File: config.mk
export PLATFORM = sky130hd
export DESIGN_NAME = rsi_reset_state_init
export DESIGN_NICKNAME = d
export VERILOG_FILES = /design/src/shared/rsi_pkg.sv /design/src/rtl/rsi_reset_state_init.sv /design/src/rtl/rsi_free_counter.sv
export SDC_FILE = /design/constraint.sdc
export NUM_CORES = 1
export LEC_CHECK = 0
export BUFFER_PORTS_ARGS = -buffer_cell sky130_fd_sc_hd__buf_2
export CAP_MARGIN = 20
export CORE_MARGIN = 10
export CORE_UTILIZATION = 54
export CTS_BUF_LIST = sky130_fd_sc_hd__clkbuf_8
export CTS_CLUSTER_SIZE = 25
export DETAILED_ROUTE_END_ITERATION = 7
export MAX_ROUTING_LAYER = met4
export PLACE_DENSITY = 0.78
export SYNTH_ARGS = -nofsm -noshare
export SYNTH_HDL_FRONTEND = slang
export SYNTH_SLANG_ARGS = --single-unit
export TNS_END_PERCENT = 100
File: constraint.sdc
create_clock -name pclk -period 1.9 [get_ports pclk]
set_input_delay 0.095 -clock pclk [delete_from_list [all_inputs] [get_ports pclk]]
set_output_delay 0.095 -clock pclk [all_outputs]
set_load 0.05 [all_outputs]
File: src/shared/rsi_pkg.sv
// constants, register map and reset columns of the reset-state initializer
// assumes one clock domain; reset-cause events arrive from same-clock logic
`default_nettype none
package rsi_pkg;
   // reset causes as delivered by the reset generators
   typedef enum logic [2:0] {
      CAUSE_POWER_ON,
      CAUSE_PIN,
      CAUSE_LOW_VOLTAGE,
      CAUSE_WDT_RUN,
      CAUSE_WDT_IDLE
   } rsi_cause_t;

   localparam int RSI_AW = 8;
   localparam int RSI_DW = 32;
   localparam int RSI_IW = 5;
   localparam int RSI_NREG = 20;
   localparam int RSI_NIDX = 23;
   localparam int RSI_WDT_W = 16;
   localparam int RSI_TB_W = 16;

   // register indices, byte address is four times the index
   localparam logic [RSI_IW-1:0] IDX_STATUS = 5'h00;
   localparam logic [RSI_IW-1:0] IDX_PC_LOW = 5'h01;
   localparam logic [RSI_IW-1:0] IDX_ACC = 5'h02;
   localparam logic [RSI_IW-1:0] IDX_TABLE_PTR = 5'h03;
   localparam logic [RSI_IW-1:0] IDX_TABLE_HIGH = 5'h04;
   localparam logic [RSI_IW-1:0] IDX_INDIRECT_0 = 5'h05;
   localparam logic [RSI_IW-1:0] IDX_MEM_PTR_0 = 5'h06;
   localparam logic [RSI_IW-1:0] IDX_RSTFLAG = 5'h07;
   localparam logic [RSI_IW-1:0] IDX_CLK_CTL = 5'h08;
   localparam logic [RSI_IW-1:0] IDX_FOSC = 5'h09;
   localparam logic [RSI_IW-1:0] IDX_PORT_A_DATA = 5'h0a;
   localparam logic [RSI_IW-1:0] IDX_PORT_A_DIR = 5'h0b;
   localparam logic [RSI_IW-1:0] IDX_PORT_A_PU = 5'h0c;
   localparam logic [RSI_IW-1:0] IDX_PORT_A_WU = 5'h0d;
   localparam logic [RSI_IW-1:0] IDX_RSTPIN = 5'h0e;
   localparam logic [RSI_IW-1:0] IDX_LVSEL = 5'h0f;
   localparam logic [RSI_IW-1:0] IDX_WDT_CTL = 5'h10;
   localparam logic [RSI_IW-1:0] IDX_INT_CTL_0 = 5'h11;
   localparam logic [RSI_IW-1:0] IDX_TMR = 5'h12;
   localparam logic [RSI_IW-1:0] IDX_SP = 5'h13;
   localparam logic [RSI_IW-1:0] IDX_WDT_CNT = 5'h14;
   localparam logic [RSI_IW-1:0] IDX_TB_CNT = 5'h15;
   localparam logic [RSI_IW-1:0] IDX_CAUSE = 5'h16;

   // bit positions
   localparam int ST_TIMEOUT = 5;
   localparam int ST_POWERDOWN = 4;
   localparam int RF_LVRF = 2;
   localparam int INT_CTL_IMPL_W = 7;

   // power-on column, entry order follows the indices above
   localparam logic [7:0] RSI_RST_VAL [RSI_NREG] = '{
      8'h00, 8'h00, 8'h00, 8'h00, 8'h00, 8'h00, 8'h00, 8'h00, 8'h00, 8'h01,
      8'hff, 8'hff, 8'h00, 8'h00, 8'h55, 8'h55, 8'h53, 8'h00, 8'h00, 8'h00};
   // implemented, software-writable bits
   localparam logic [7:0] RSI_WR_MASK [RSI_NREG] = '{
      8'hcf, 8'hff, 8'hff, 8'hff, 8'hff, 8'hff, 8'hff, 8'h0f, 8'hef, 8'h0f,
      8'hff, 8'hff, 8'hff, 8'hff, 8'hff, 8'hff, 8'hff, 8'h7f, 8'hff, 8'h00};

   // one bit per entry: 1 keeps the contents through that cause
   localparam logic [RSI_NREG-1:0] KEEP_PIN = 20'h0_009d;
   localparam logic [RSI_NREG-1:0] KEEP_LOW_VOLTAGE = 20'h0_809d;
   localparam logic [RSI_NREG-1:0] KEEP_WDT_RUN = 20'h0_009d;
   localparam logic [RSI_NREG-1:0] KEEP_WDT_IDLE = 20'h7_fffd;
   localparam logic [RSI_NREG-1:0] KEEP_NONE = 20'h0_0000;
endpackage
`default_nettype wire

File: src/rtl/rsi_reset_state_init.sv
// reset-state initializer: loads the reset column of the core, clock, port,
// reset-control, watchdog and interrupt registers for each reset cause
// assumes cause_valid/cause_code come from reset generators on pclk
//
// Summary of operation
// - power-on clears the time-out and power-down flags in status
// - pin or low-voltage reset in run mode keeps both flags
// - run-mode watchdog reset sets time-out, keeps power-down
// - idle or sleep watchdog reset sets both flags
// - power-on disables every interrupt source
// - any reset clears watchdog and time base counters; watchdog counts at once
// - power-on switches all timer modules off
// - after reset the stack pointer addresses the top of stack
// - port A data/direction go all ones, pull-up/wake-up zero; idle watchdog keeps
// - indirect address and memory pointer clear, kept on idle watchdog reset
// - accumulator and table registers undefined at power-on, kept otherwise
// - program counter low byte clears on every cause
// - status upper bits: undefined at power-on, kept on pin, low-voltage and both watchdog resets
// - reset flags clear at power-on; low-voltage sets its flag; others keep
// - reset-pin function control loads 0x55 except on idle watchdog reset
// - threshold select loads 0x55, kept on low-voltage and idle watchdog resets
// - idle watchdog reset clears pc and stack pointer, sets both status flags; all other entry bits keep their state
`default_nettype none
module rsi_reset_state_init
   import rsi_pkg::*;
(
   input wire logic pclk,
   input wire logic presetn,
   input wire logic psel,
   input wire logic penable,
   input wire logic pwrite,
   input wire logic [rsi_pkg::RSI_AW-1:0] paddr,
   input wire logic [rsi_pkg::RSI_DW-1:0] pwdata,
   output logic [rsi_pkg::RSI_DW-1:0] prdata,
   output logic pready,
   output logic pslverr,
   input wire logic cause_valid,
   input wire rsi_pkg::rsi_cause_t cause_code,
   output logic cpu_run,
   output logic [7:0] port_a_data,
   output logic [7:0] port_a_direction,
   output logic [7:0] port_a_pullup,
   output logic [7:0] port_a_wakeup,
   output logic [rsi_pkg::INT_CTL_IMPL_W-1:0] int_enable,
   output logic [7:0] timers_on
);
   import rsi_pkg::*;

   logic [7:0] regs_q [RSI_NREG];
   logic [7:0] apply_val [RSI_NREG];
   logic [RSI_NREG-1:0] keep_vec;
   logic [RSI_WDT_W-1:0] wdt_cnt;
   logic [RSI_TB_W-1:0] tb_cnt;
   logic [RSI_DW-1:0] prdata_q;
   logic [RSI_DW-1:0] rd_val;
   logic pready_q;
   logic pslverr_q;
   logic cpu_run_q;
   logic release_q;
   logic [2:0] last_cause_q;
   logic [RSI_IW-1:0] idx;
   logic addr_ok;
   logic wr_take;
   logic is_wdt;
   logic is_idle;
   logic is_lv;

   assign idx = paddr[RSI_IW+1:2];
   assign addr_ok = (paddr[1:0] == 2'b00) && (idx < RSI_IW'(RSI_NIDX))
      && (paddr[RSI_AW-1] == 1'b0);
   assign wr_take = psel && penable && pready_q && pwrite && addr_ok;

   assign is_wdt = (cause_code == CAUSE_WDT_RUN) || (cause_code == CAUSE_WDT_IDLE);
   assign is_idle = (cause_code == CAUSE_WDT_IDLE);
   assign is_lv = (cause_code == CAUSE_LOW_VOLTAGE);

   // an illegal cause code is treated as power-on, the safest column
   always_comb begin
      unique case (cause_code)
         CAUSE_POWER_ON: keep_vec = KEEP_NONE;
         CAUSE_PIN: keep_vec = KEEP_PIN;
         CAUSE_LOW_VOLTAGE: keep_vec = KEEP_LOW_VOLTAGE;
         CAUSE_WDT_RUN: keep_vec = KEEP_WDT_RUN;
         CAUSE_WDT_IDLE: keep_vec = KEEP_WDT_IDLE;
         default: keep_vec = KEEP_NONE;
      endcase
   end

   // column selection; undefined contents are loaded as the power-on value
   always_comb begin
      for (int i = 0; i < RSI_NREG; i++) begin
         apply_val[i] = keep_vec[i] ? regs_q[i] : RSI_RST_VAL[i];
      end
      if (is_wdt) begin
         apply_val[IDX_STATUS][ST_TIMEOUT] = 1'b1;
      end
      if (is_idle) begin
         apply_val[IDX_STATUS][ST_POWERDOWN] = 1'b1;
      end
      if (is_lv) begin
         apply_val[IDX_RSTFLAG][RF_LVRF] = 1'b1;
      end
   end

   // one flip-flop byte per entry; a cause event overrides a same-cycle write
   // so a hardware-set flag is never lost to a software clear
   // stack pointer read-only
   for (genvar g = 0; g < RSI_NREG; g++) begin : g_reg
      always_ff @(posedge pclk or negedge presetn) begin
         if (!presetn) begin
            regs_q[g] <= RSI_RST_VAL[g];
         end else if (cause_valid) begin
            regs_q[g] <= apply_val[g];
         end else if (wr_take && (idx == RSI_IW'(g))) begin
            regs_q[g] <= (regs_q[g] & ~RSI_WR_MASK[g]) | (pwdata[7:0] & RSI_WR_MASK[g]);
         end
      end
   end

   rsi_free_counter #(
      .W(RSI_WDT_W)
   ) u_wdt_cnt (
      .pclk(pclk),
      .presetn(presetn),
      .clr(cause_valid),
      .count_q(wdt_cnt)
   );

   rsi_free_counter #(
      .W(RSI_TB_W)
   ) u_tb_cnt (
      .pclk(pclk),
      .presetn(presetn),
      .clr(cause_valid),
      .count_q(tb_cnt)
   );

   always_ff @(posedge pclk or negedge presetn) begin
      if (!presetn) begin
         cpu_run_q <= 1'b0;
         release_q <= 1'b0;
      end else if (cause_valid) begin
         cpu_run_q <= 1'b0;
         release_q <= 1'b1;
      end else if (release_q) begin
         cpu_run_q <= 1'b1;
         release_q <= 1'b0;
      end
   end

   always_ff @(posedge pclk or negedge presetn) begin
      if (!presetn) begin
         last_cause_q <= 3'h0;
      end else if (cause_valid) begin
         last_cause_q <= cause_code;
      end
   end

   // read view; reserved bits and unused upper bits read as zero
   always_comb begin
      rd_val = '0;
      if (idx < RSI_IW'(RSI_NREG)) begin
         rd_val[7:0] = regs_q[idx];
      end else if (idx == IDX_WDT_CNT) begin
         rd_val[RSI_WDT_W-1:0] = wdt_cnt;
      end else if (idx == IDX_TB_CNT) begin
         rd_val[RSI_TB_W-1:0] = tb_cnt;
      end else if (idx == IDX_CAUSE) begin
         rd_val[3:0] = {cpu_run_q, last_cause_q};
      end
   end

   // one wait state: data captured in setup, pready in the second access cycle
   always_ff @(posedge pclk or negedge presetn) begin
      if (!presetn) begin
         pready_q <= 1'b0;
         pslverr_q <= 1'b0;
      end else begin
         pready_q <= psel && penable && !pready_q;
         pslverr_q <= psel && penable && !pready_q && !addr_ok;
      end
   end

   always_ff @(posedge pclk or negedge presetn) begin
      if (!presetn) begin
         prdata_q <= '0;
      end else if (psel && !penable) begin
         prdata_q <= (addr_ok && !pwrite) ? rd_val : '0;
      end
   end

   assign prdata = prdata_q;
   assign pready = pready_q;
   assign pslverr = pslverr_q;
   assign cpu_run = cpu_run_q;
   assign port_a_data = regs_q[IDX_PORT_A_DATA];
   assign port_a_direction = regs_q[IDX_PORT_A_DIR];
   assign port_a_pullup = regs_q[IDX_PORT_A_PU];
   assign port_a_wakeup = regs_q[IDX_PORT_A_WU];
   assign int_enable = regs_q[IDX_INT_CTL_0][INT_CTL_IMPL_W-1:0];
   assign timers_on = regs_q[IDX_TMR];
endmodule
`default_nettype wire

File: src/rtl/rsi_free_counter.sv
// free-running up counter, cleared synchronously by a pulse
// assumes clr comes from logic on the same clock
`default_nettype none
module rsi_free_counter #(
   parameter int W = 16
) (
   input wire logic pclk,
   input wire logic presetn,
   input wire logic clr,
   output logic [W-1:0] count_q
);
   always_ff @(posedge pclk or negedge presetn) begin
      if (!presetn) begin
         count_q <= '0;
      end else if (clr) begin
         count_q <= '0;
      end else begin
         count_q <= count_q + 1'b1;
      end
   end
endmodule
`default_nettype wire

# After elaboration in Yosys (flattened, before gate mapping)
# Cells that the tools add are included.
# op_classes
addsub	2
magnitude_cmp	3
n_eq_ne	47
n_mux	76
bitwise	7
reduce_logical	79
# ops
operator	count
$mux 8	61
$mux 16	4
$pmux 19 s3	1
$reduce_and 2->1	22
$bmux 8 s5	1
$eq 5x4->1 const B	8
$reduce_bool 2->1	20
$ne 2x2->1 const B	19
$add 16x1->16 const B	2
$eq 5x5->1 const B	6
$logic_and 1x1->1	29
$eq 5x3->1 const B	4
$or 8x4->8	2
$mux 12	1
$eq 5x2->1 const B	2
$lt 5x5->1 const B	2
$ne 3x2->1 const B	3
$mux 4	2
$or 5x8->8	1
$or 6x8->8	1
$or 8x7->8	1
$eq 3x2->1 const B	2
$ge 6x6->1 const B	1
$mux 1	6
10 further kinds	13
# totals
regBits	223
inputBits	49
output_inout_bits	82
elab_cells	244

# Longest topological paths before layout
# depth
ltp_word	7
mapped_depth	8
ltp_nobuf	6

# Cells and area by module
# From an unflattened synthesis, not the netlist that was laid out.
# hier_totals
cells_unflattened	1082
hier_area_um2	10338.7
# modules_own_cells
mod	instances	cells_per_inst	area_each_um2
rsi_reset_state_init	1	924	8774.7
rsi_free_counter	2	79	782.0

# Least setup slack after synthesis
# Ideal clock, no wire load.
# synth_timing
path_kind	register -> register
startpoint	reg pready_q (netlist: pready)
endpoint	reg regs_q[149] in the netlist's numbering
arrival_ns	2.097
path_slack_ns	-0.329
path_stages_with_launch	6
n_path_buf	0
path_cell_list	dfrtp_1 nand4_2 or2_4 nor4_4 mux2i_1 nor2_1
# synth_between
elab_chain_cells	6
# synth_rtl
element	line	text
from (decl)	rsi_reset_state_init.sv:56	logic pready_q;
from (signal assigned)	rsi_reset_state_init.sv:179	pready_q <= psel && penable && !pready_q;
$logic_and 1x1->1 (3 in a row)	rsi_reset_state_init.sv:71	assign wr_take = psel && penable && pready_q && pwrite && addr_ok;
$logic_and 1x1->1	rsi_reset_state_init.sv:114	end else if (wr_take && (idx == RSI_IW'(g))) begin
$reduce_bool 2->1 (no line)	-	
$reduce_and 2->1 (no line)	-	
to (signal, indexed assignment)	rsi_reset_state_init.sv:111	regs_q[g] <= RSI_RST_VAL[g];
to (signal, indexed assignment)	rsi_reset_state_init.sv:113	regs_q[g] <= apply_val[g];
to (signal, indexed assignment)	rsi_reset_state_init.sv:115	regs_q[g] <= (regs_q[g] & ~RSI_WR_MASK[g]) | (pwdata[7:0] & RSI_WR_MASK[g]);
to (decl)	rsi_reset_state_init.sv:49	logic [7:0] regs_q [RSI_NREG];
# Every way passes these cells.
# A chain may end at the register's enable or synchronous reset.

# Worst setup path after layout
# layout_timing
startpoint	reg regs_q, in the netlist port_a_pullup[5]
endpoint	reg prdata_q[5] (netlist: prdata[5])
# layout_between
elab_chain_cells	5
# layout_rtl
element	line	text
$bmux 8 s5	rsi_reset_state_init.sv:163	rd_val[7:0] = regs_q[idx];
$mux 8 (not written as such) (2 in a row)	rsi_reset_state_init.sv:163	
$mux 8	rsi_reset_state_init.sv:162	if (idx < RSI_IW'(RSI_NREG)) begin
$mux 16	rsi_reset_state_init.sv:188	prdata_q <= (addr_ok && !pwrite) ? rd_val : '0;
to (signal assigned)	rsi_reset_state_init.sv:188	
to (decl)	rsi_reset_state_init.sv:54	logic [RSI_DW-1:0] prdata_q;
# Every way passes these cells. The select of a mux whose other input is x is not followed.

==> flow_summary.toml <==
[drt]
wl_per_cell_um = 21.1
drtIter0Drc = 813
via_per_inst = 6.03
ant_nets = 0
drt_wl_total_um = 28600
dr.pass1.iters = 5
drc = 0
dr_total_vias = 8174

[clock_tree]
post-cts-setup-buffers = 0
h-tree-depth = 4
cts-root-buf = "clkbuf_8"
cts_made_buffers = 17
cts_sinks = 197
cts_tree = "built"
clk_pin_slew_ns = 0.11
clock_latency_ns = 0.48
cts_buffer_depth = 2

[worst_setup_path]
start_kind = "flip-flop"
critical_path.max_fanout = 3
crit_type = "reg2reg"
crit_required_ns = 2.27
slowest_stage = "dfrtp_1"
cp.arrival_ns = 2.09
path_cells = "mux2i_1 -> o22ai_1 -> a2111oi_2 -> buf_4 -> nor3b_1 -> a32o_1"
crit_path_max_incr_delay_ns = 0.42
setup.worst_path.end_class = "flip-flop"

[global_routing]
track_usage_pct = 24.1
grt_pass1_vias = 7697
overflow = 0
antenna_found_initial = 0
grt_max_degree = 66
grt_pass1_wl_um = 44600

[timing]
slew_violations = 0
skew_ns = 0.0121
worstMarginPinSlew_ns = 0.587
min_period_ns = 1.72
grt_setup_unrepaired = "false"
slew_headroom_pct = 60.8
finalHoldViolCount = 0
finalSetupViolations = 0
fmax_ghz = 0.580
period_share_pct = 90.8

[status]
outcome = "completed"

[logic_synthesis]
netlist_area_mm2 = 0.0100
async_flop_share_pct = 100
yosys-top-cells-count = "o21ai_0, dfrtp_1, nand3_1"
netlist_instances = 1039
synth-edff-count = 0
synth_area_leaders = "dfrtp_1, o21ai_0, dfstp_2"
synth-seq-cells = 197
synth_top_area_share_pct = 42.0
synth.most_common_cell = "o21ai_0"
postSynthAreaPerCell_um2 = 9.63
yosysSeqAreaShare_pct = 49.6
synth_area_leader_cell = "dfrtp_1"
synth_flop_cell = "dfrtp_1"
yosys.cell_types.count = 63
ys_warn_count = 0

[placed_design]
gp_congestion = 0.966
hpwl_um = 20600
io_buffers = 90
dp_cells = 1310

[power]
p_sw_share_pct = 27.3
combPwrFrac_pct = 11.1
p_seq_share_pct = 52.8
power.internal_uw = 5950
vdd_drop_max_mv = 0.541
p_per_area_mw_per_mm2 = 728
p_clk_share_pct = 36.1
power.switching_uw = 2240
p_leak_uw = 0.00507

[cells_and_area]
layout.nets = 1165
syn_to_final_growth_pct = 12.5
layout-drive-gt1-share_pct = 21.8
num_antenna_cells = 0
fin_cells = 1355
postLayoutCoreUtil_pct = 62.2

[floorplanning]
io_pins = 131
die_h_um = 156
die_x_um = 156
core.rowCount = 49
core_area_mm2 = 0.0181
die-area_mm2 = 0.0244
start_util_pct = 55.3

[worst_hold_path]
hold_path_class = "in2reg"

[run]
cap_violations = 0
-- state kept, by name, summed over array words and instances (netlist names), 3 cells and up --
| name | flops |
|---|---|
| regs_q | 95 |
| prdata | 16 |
| u_tb_cnt.count_q | 16 |
| u_wdt_cnt.count_q | 16 |
| port_a_data | 8 |
| port_a_direction | 8 |
| port_a_pullup | 8 |
| port_a_wakeup | 8 |
| timers_on | 8 |
| int_enable | 7 |
| last_cause_q | 3 |
-- final cells by class --
type | instances | area, um^2
Clock buffer | 19 | 262
Multi-Input combinational cell | 722 | 4350
Tap cell | 229 | 287
Sequential cell | 197 | 4970
Timing Repair Buffer | 173 | 1210
Inverter | 3 | 11.3
Fill cell | 1548 | 6830
Clock inverter | 12 | 168
-- power groups by stage --
stage | Sequential [uW] | Combinational [uW] | Clock [uW]
3_5_place_dp | 4400 | 872 | 0
2_1_floorplan | 4410 | 506 | 0
6_report | 4320 | 909 | 2960
4_1_cts | 4320 | 898 | 3000
3_3_place_gp | 4400 | 864 | 0
5_1_grt | 4330 | 978 | 3190
-- metal layers --
metal / global-route usage (%) / routed length [um]
met2: 35.0 / 12900
met4: 7.82 / 760
met1: 32.9 / 12600
met3: 5.54 / 2270
met5: - / 0
-- cells by family (layout without fill, tap and decap cells) --
family / after synthesis / count (layout) / synth area share [%]
compound gates: 262 / 262 / 15.4
xor+xnor: 26 / 26 / 2.28
fa+ha+maj: 2 / 2 / 0.250
buf+inv: 135 / 207 / 7.71
flops: 197 / 197 / 49.6
mux: 80 / 80 / 8.42
other cells: 1 / 16 / 0.0375
simple gates: 336 / 336 / 16.3
-- metrics by stage --
step / hold WS [ns] / total power (uW) / cell area, um^2 / setup TNS [ns] / worst slack [ns]
detailed placement: 0.0735 / 5270 / 10700 / -0.0525 / -0.0262
floorplan: -0.201 / 4910 / 10100 / 0 / 0.0382
global placement: 0.0778 / 5260 / 10700 / 0 / 0.00406
finish: 0.0348 / 8190 / 11300 / 0 / 0.175
CTS: 0.000579 / 8220 / 11200 / 0 / 0.0357
global route: 0.0315 / 8500 / 11300 / 0 / 0.00998
-- worst max-delay path: cells and delay by family (launching register included) --
kind,cells,cell delay (ns)
flops,1,0.42
simple gates,1,0.06
mux,1,0.25
compound gates,3,0.70
buf+inv,1,0.18
-- timing repair --
| item | 4_1_cts | 5_1_grt |
|---|---|---|
| endpoints found under the hold margin | 194 | 0 |
| endpoints found under the setup margin | 0 | 16 |
| hold buffers | 14 | 0 |
| gates resized for setup | 0 | 6 |
-- layout by cell type (no fill, tap or decap), types with 4 or more instances in the layout --
cell	instances
o21ai_0	169
dfrtp_1	167
nand3_1	99
buf_2	88
nand2_1	84
mux2i_1	74
nor2_1	68
buf_4	63
dfstp_2	29
a21oi_1	23
a22oi_1	20
clkbuf_8	20
nor3_1	16
xor2_1	16
conb_1	16
dlygate4sd3_1	14
nand4_1	11
xnor2_1	10
nand2b_1	9
o21a_1	8
nor2b_1	8
and3_1	8
buf_12	7
a22o_1	5
nand2_2	4
o31ai_1	4
o221ai_1	4
o211a_1	4
inv_6	4
-- worst paths after layout --
| path | from | to | slack, ns | cells after the start |
|---|---|---|---|---|
| worst max-delay path | port_a_pullup[5]$_DFFE_PN0P_ | prdata[5]$_DFFE_PN0P_ | 0.18 | 6 |
| worst min-delay path | paddr[6] | pslverr$_DFF_PN0_ | 0.03 | 3 |
| worst max register to register | port_a_pullup[5]$_DFFE_PN0P_ | prdata[5]$_DFFE_PN0P_ | 0.18 | 6 |
| worst min register to register | prdata[12]$_DFFE_PN0P_ | prdata[12]$_DFFE_PN0P_ | 0.48 | 2 |
| max in group asynchronous | presetn | pready$_DFF_PN0_ | 1.08 | 3 |
| min in group asynchronous | presetn | int_enable[4]$_DFFE_PN0P_ | 0.13 | 2 |
Note: power is estimated with default switching activity, not from simulation.
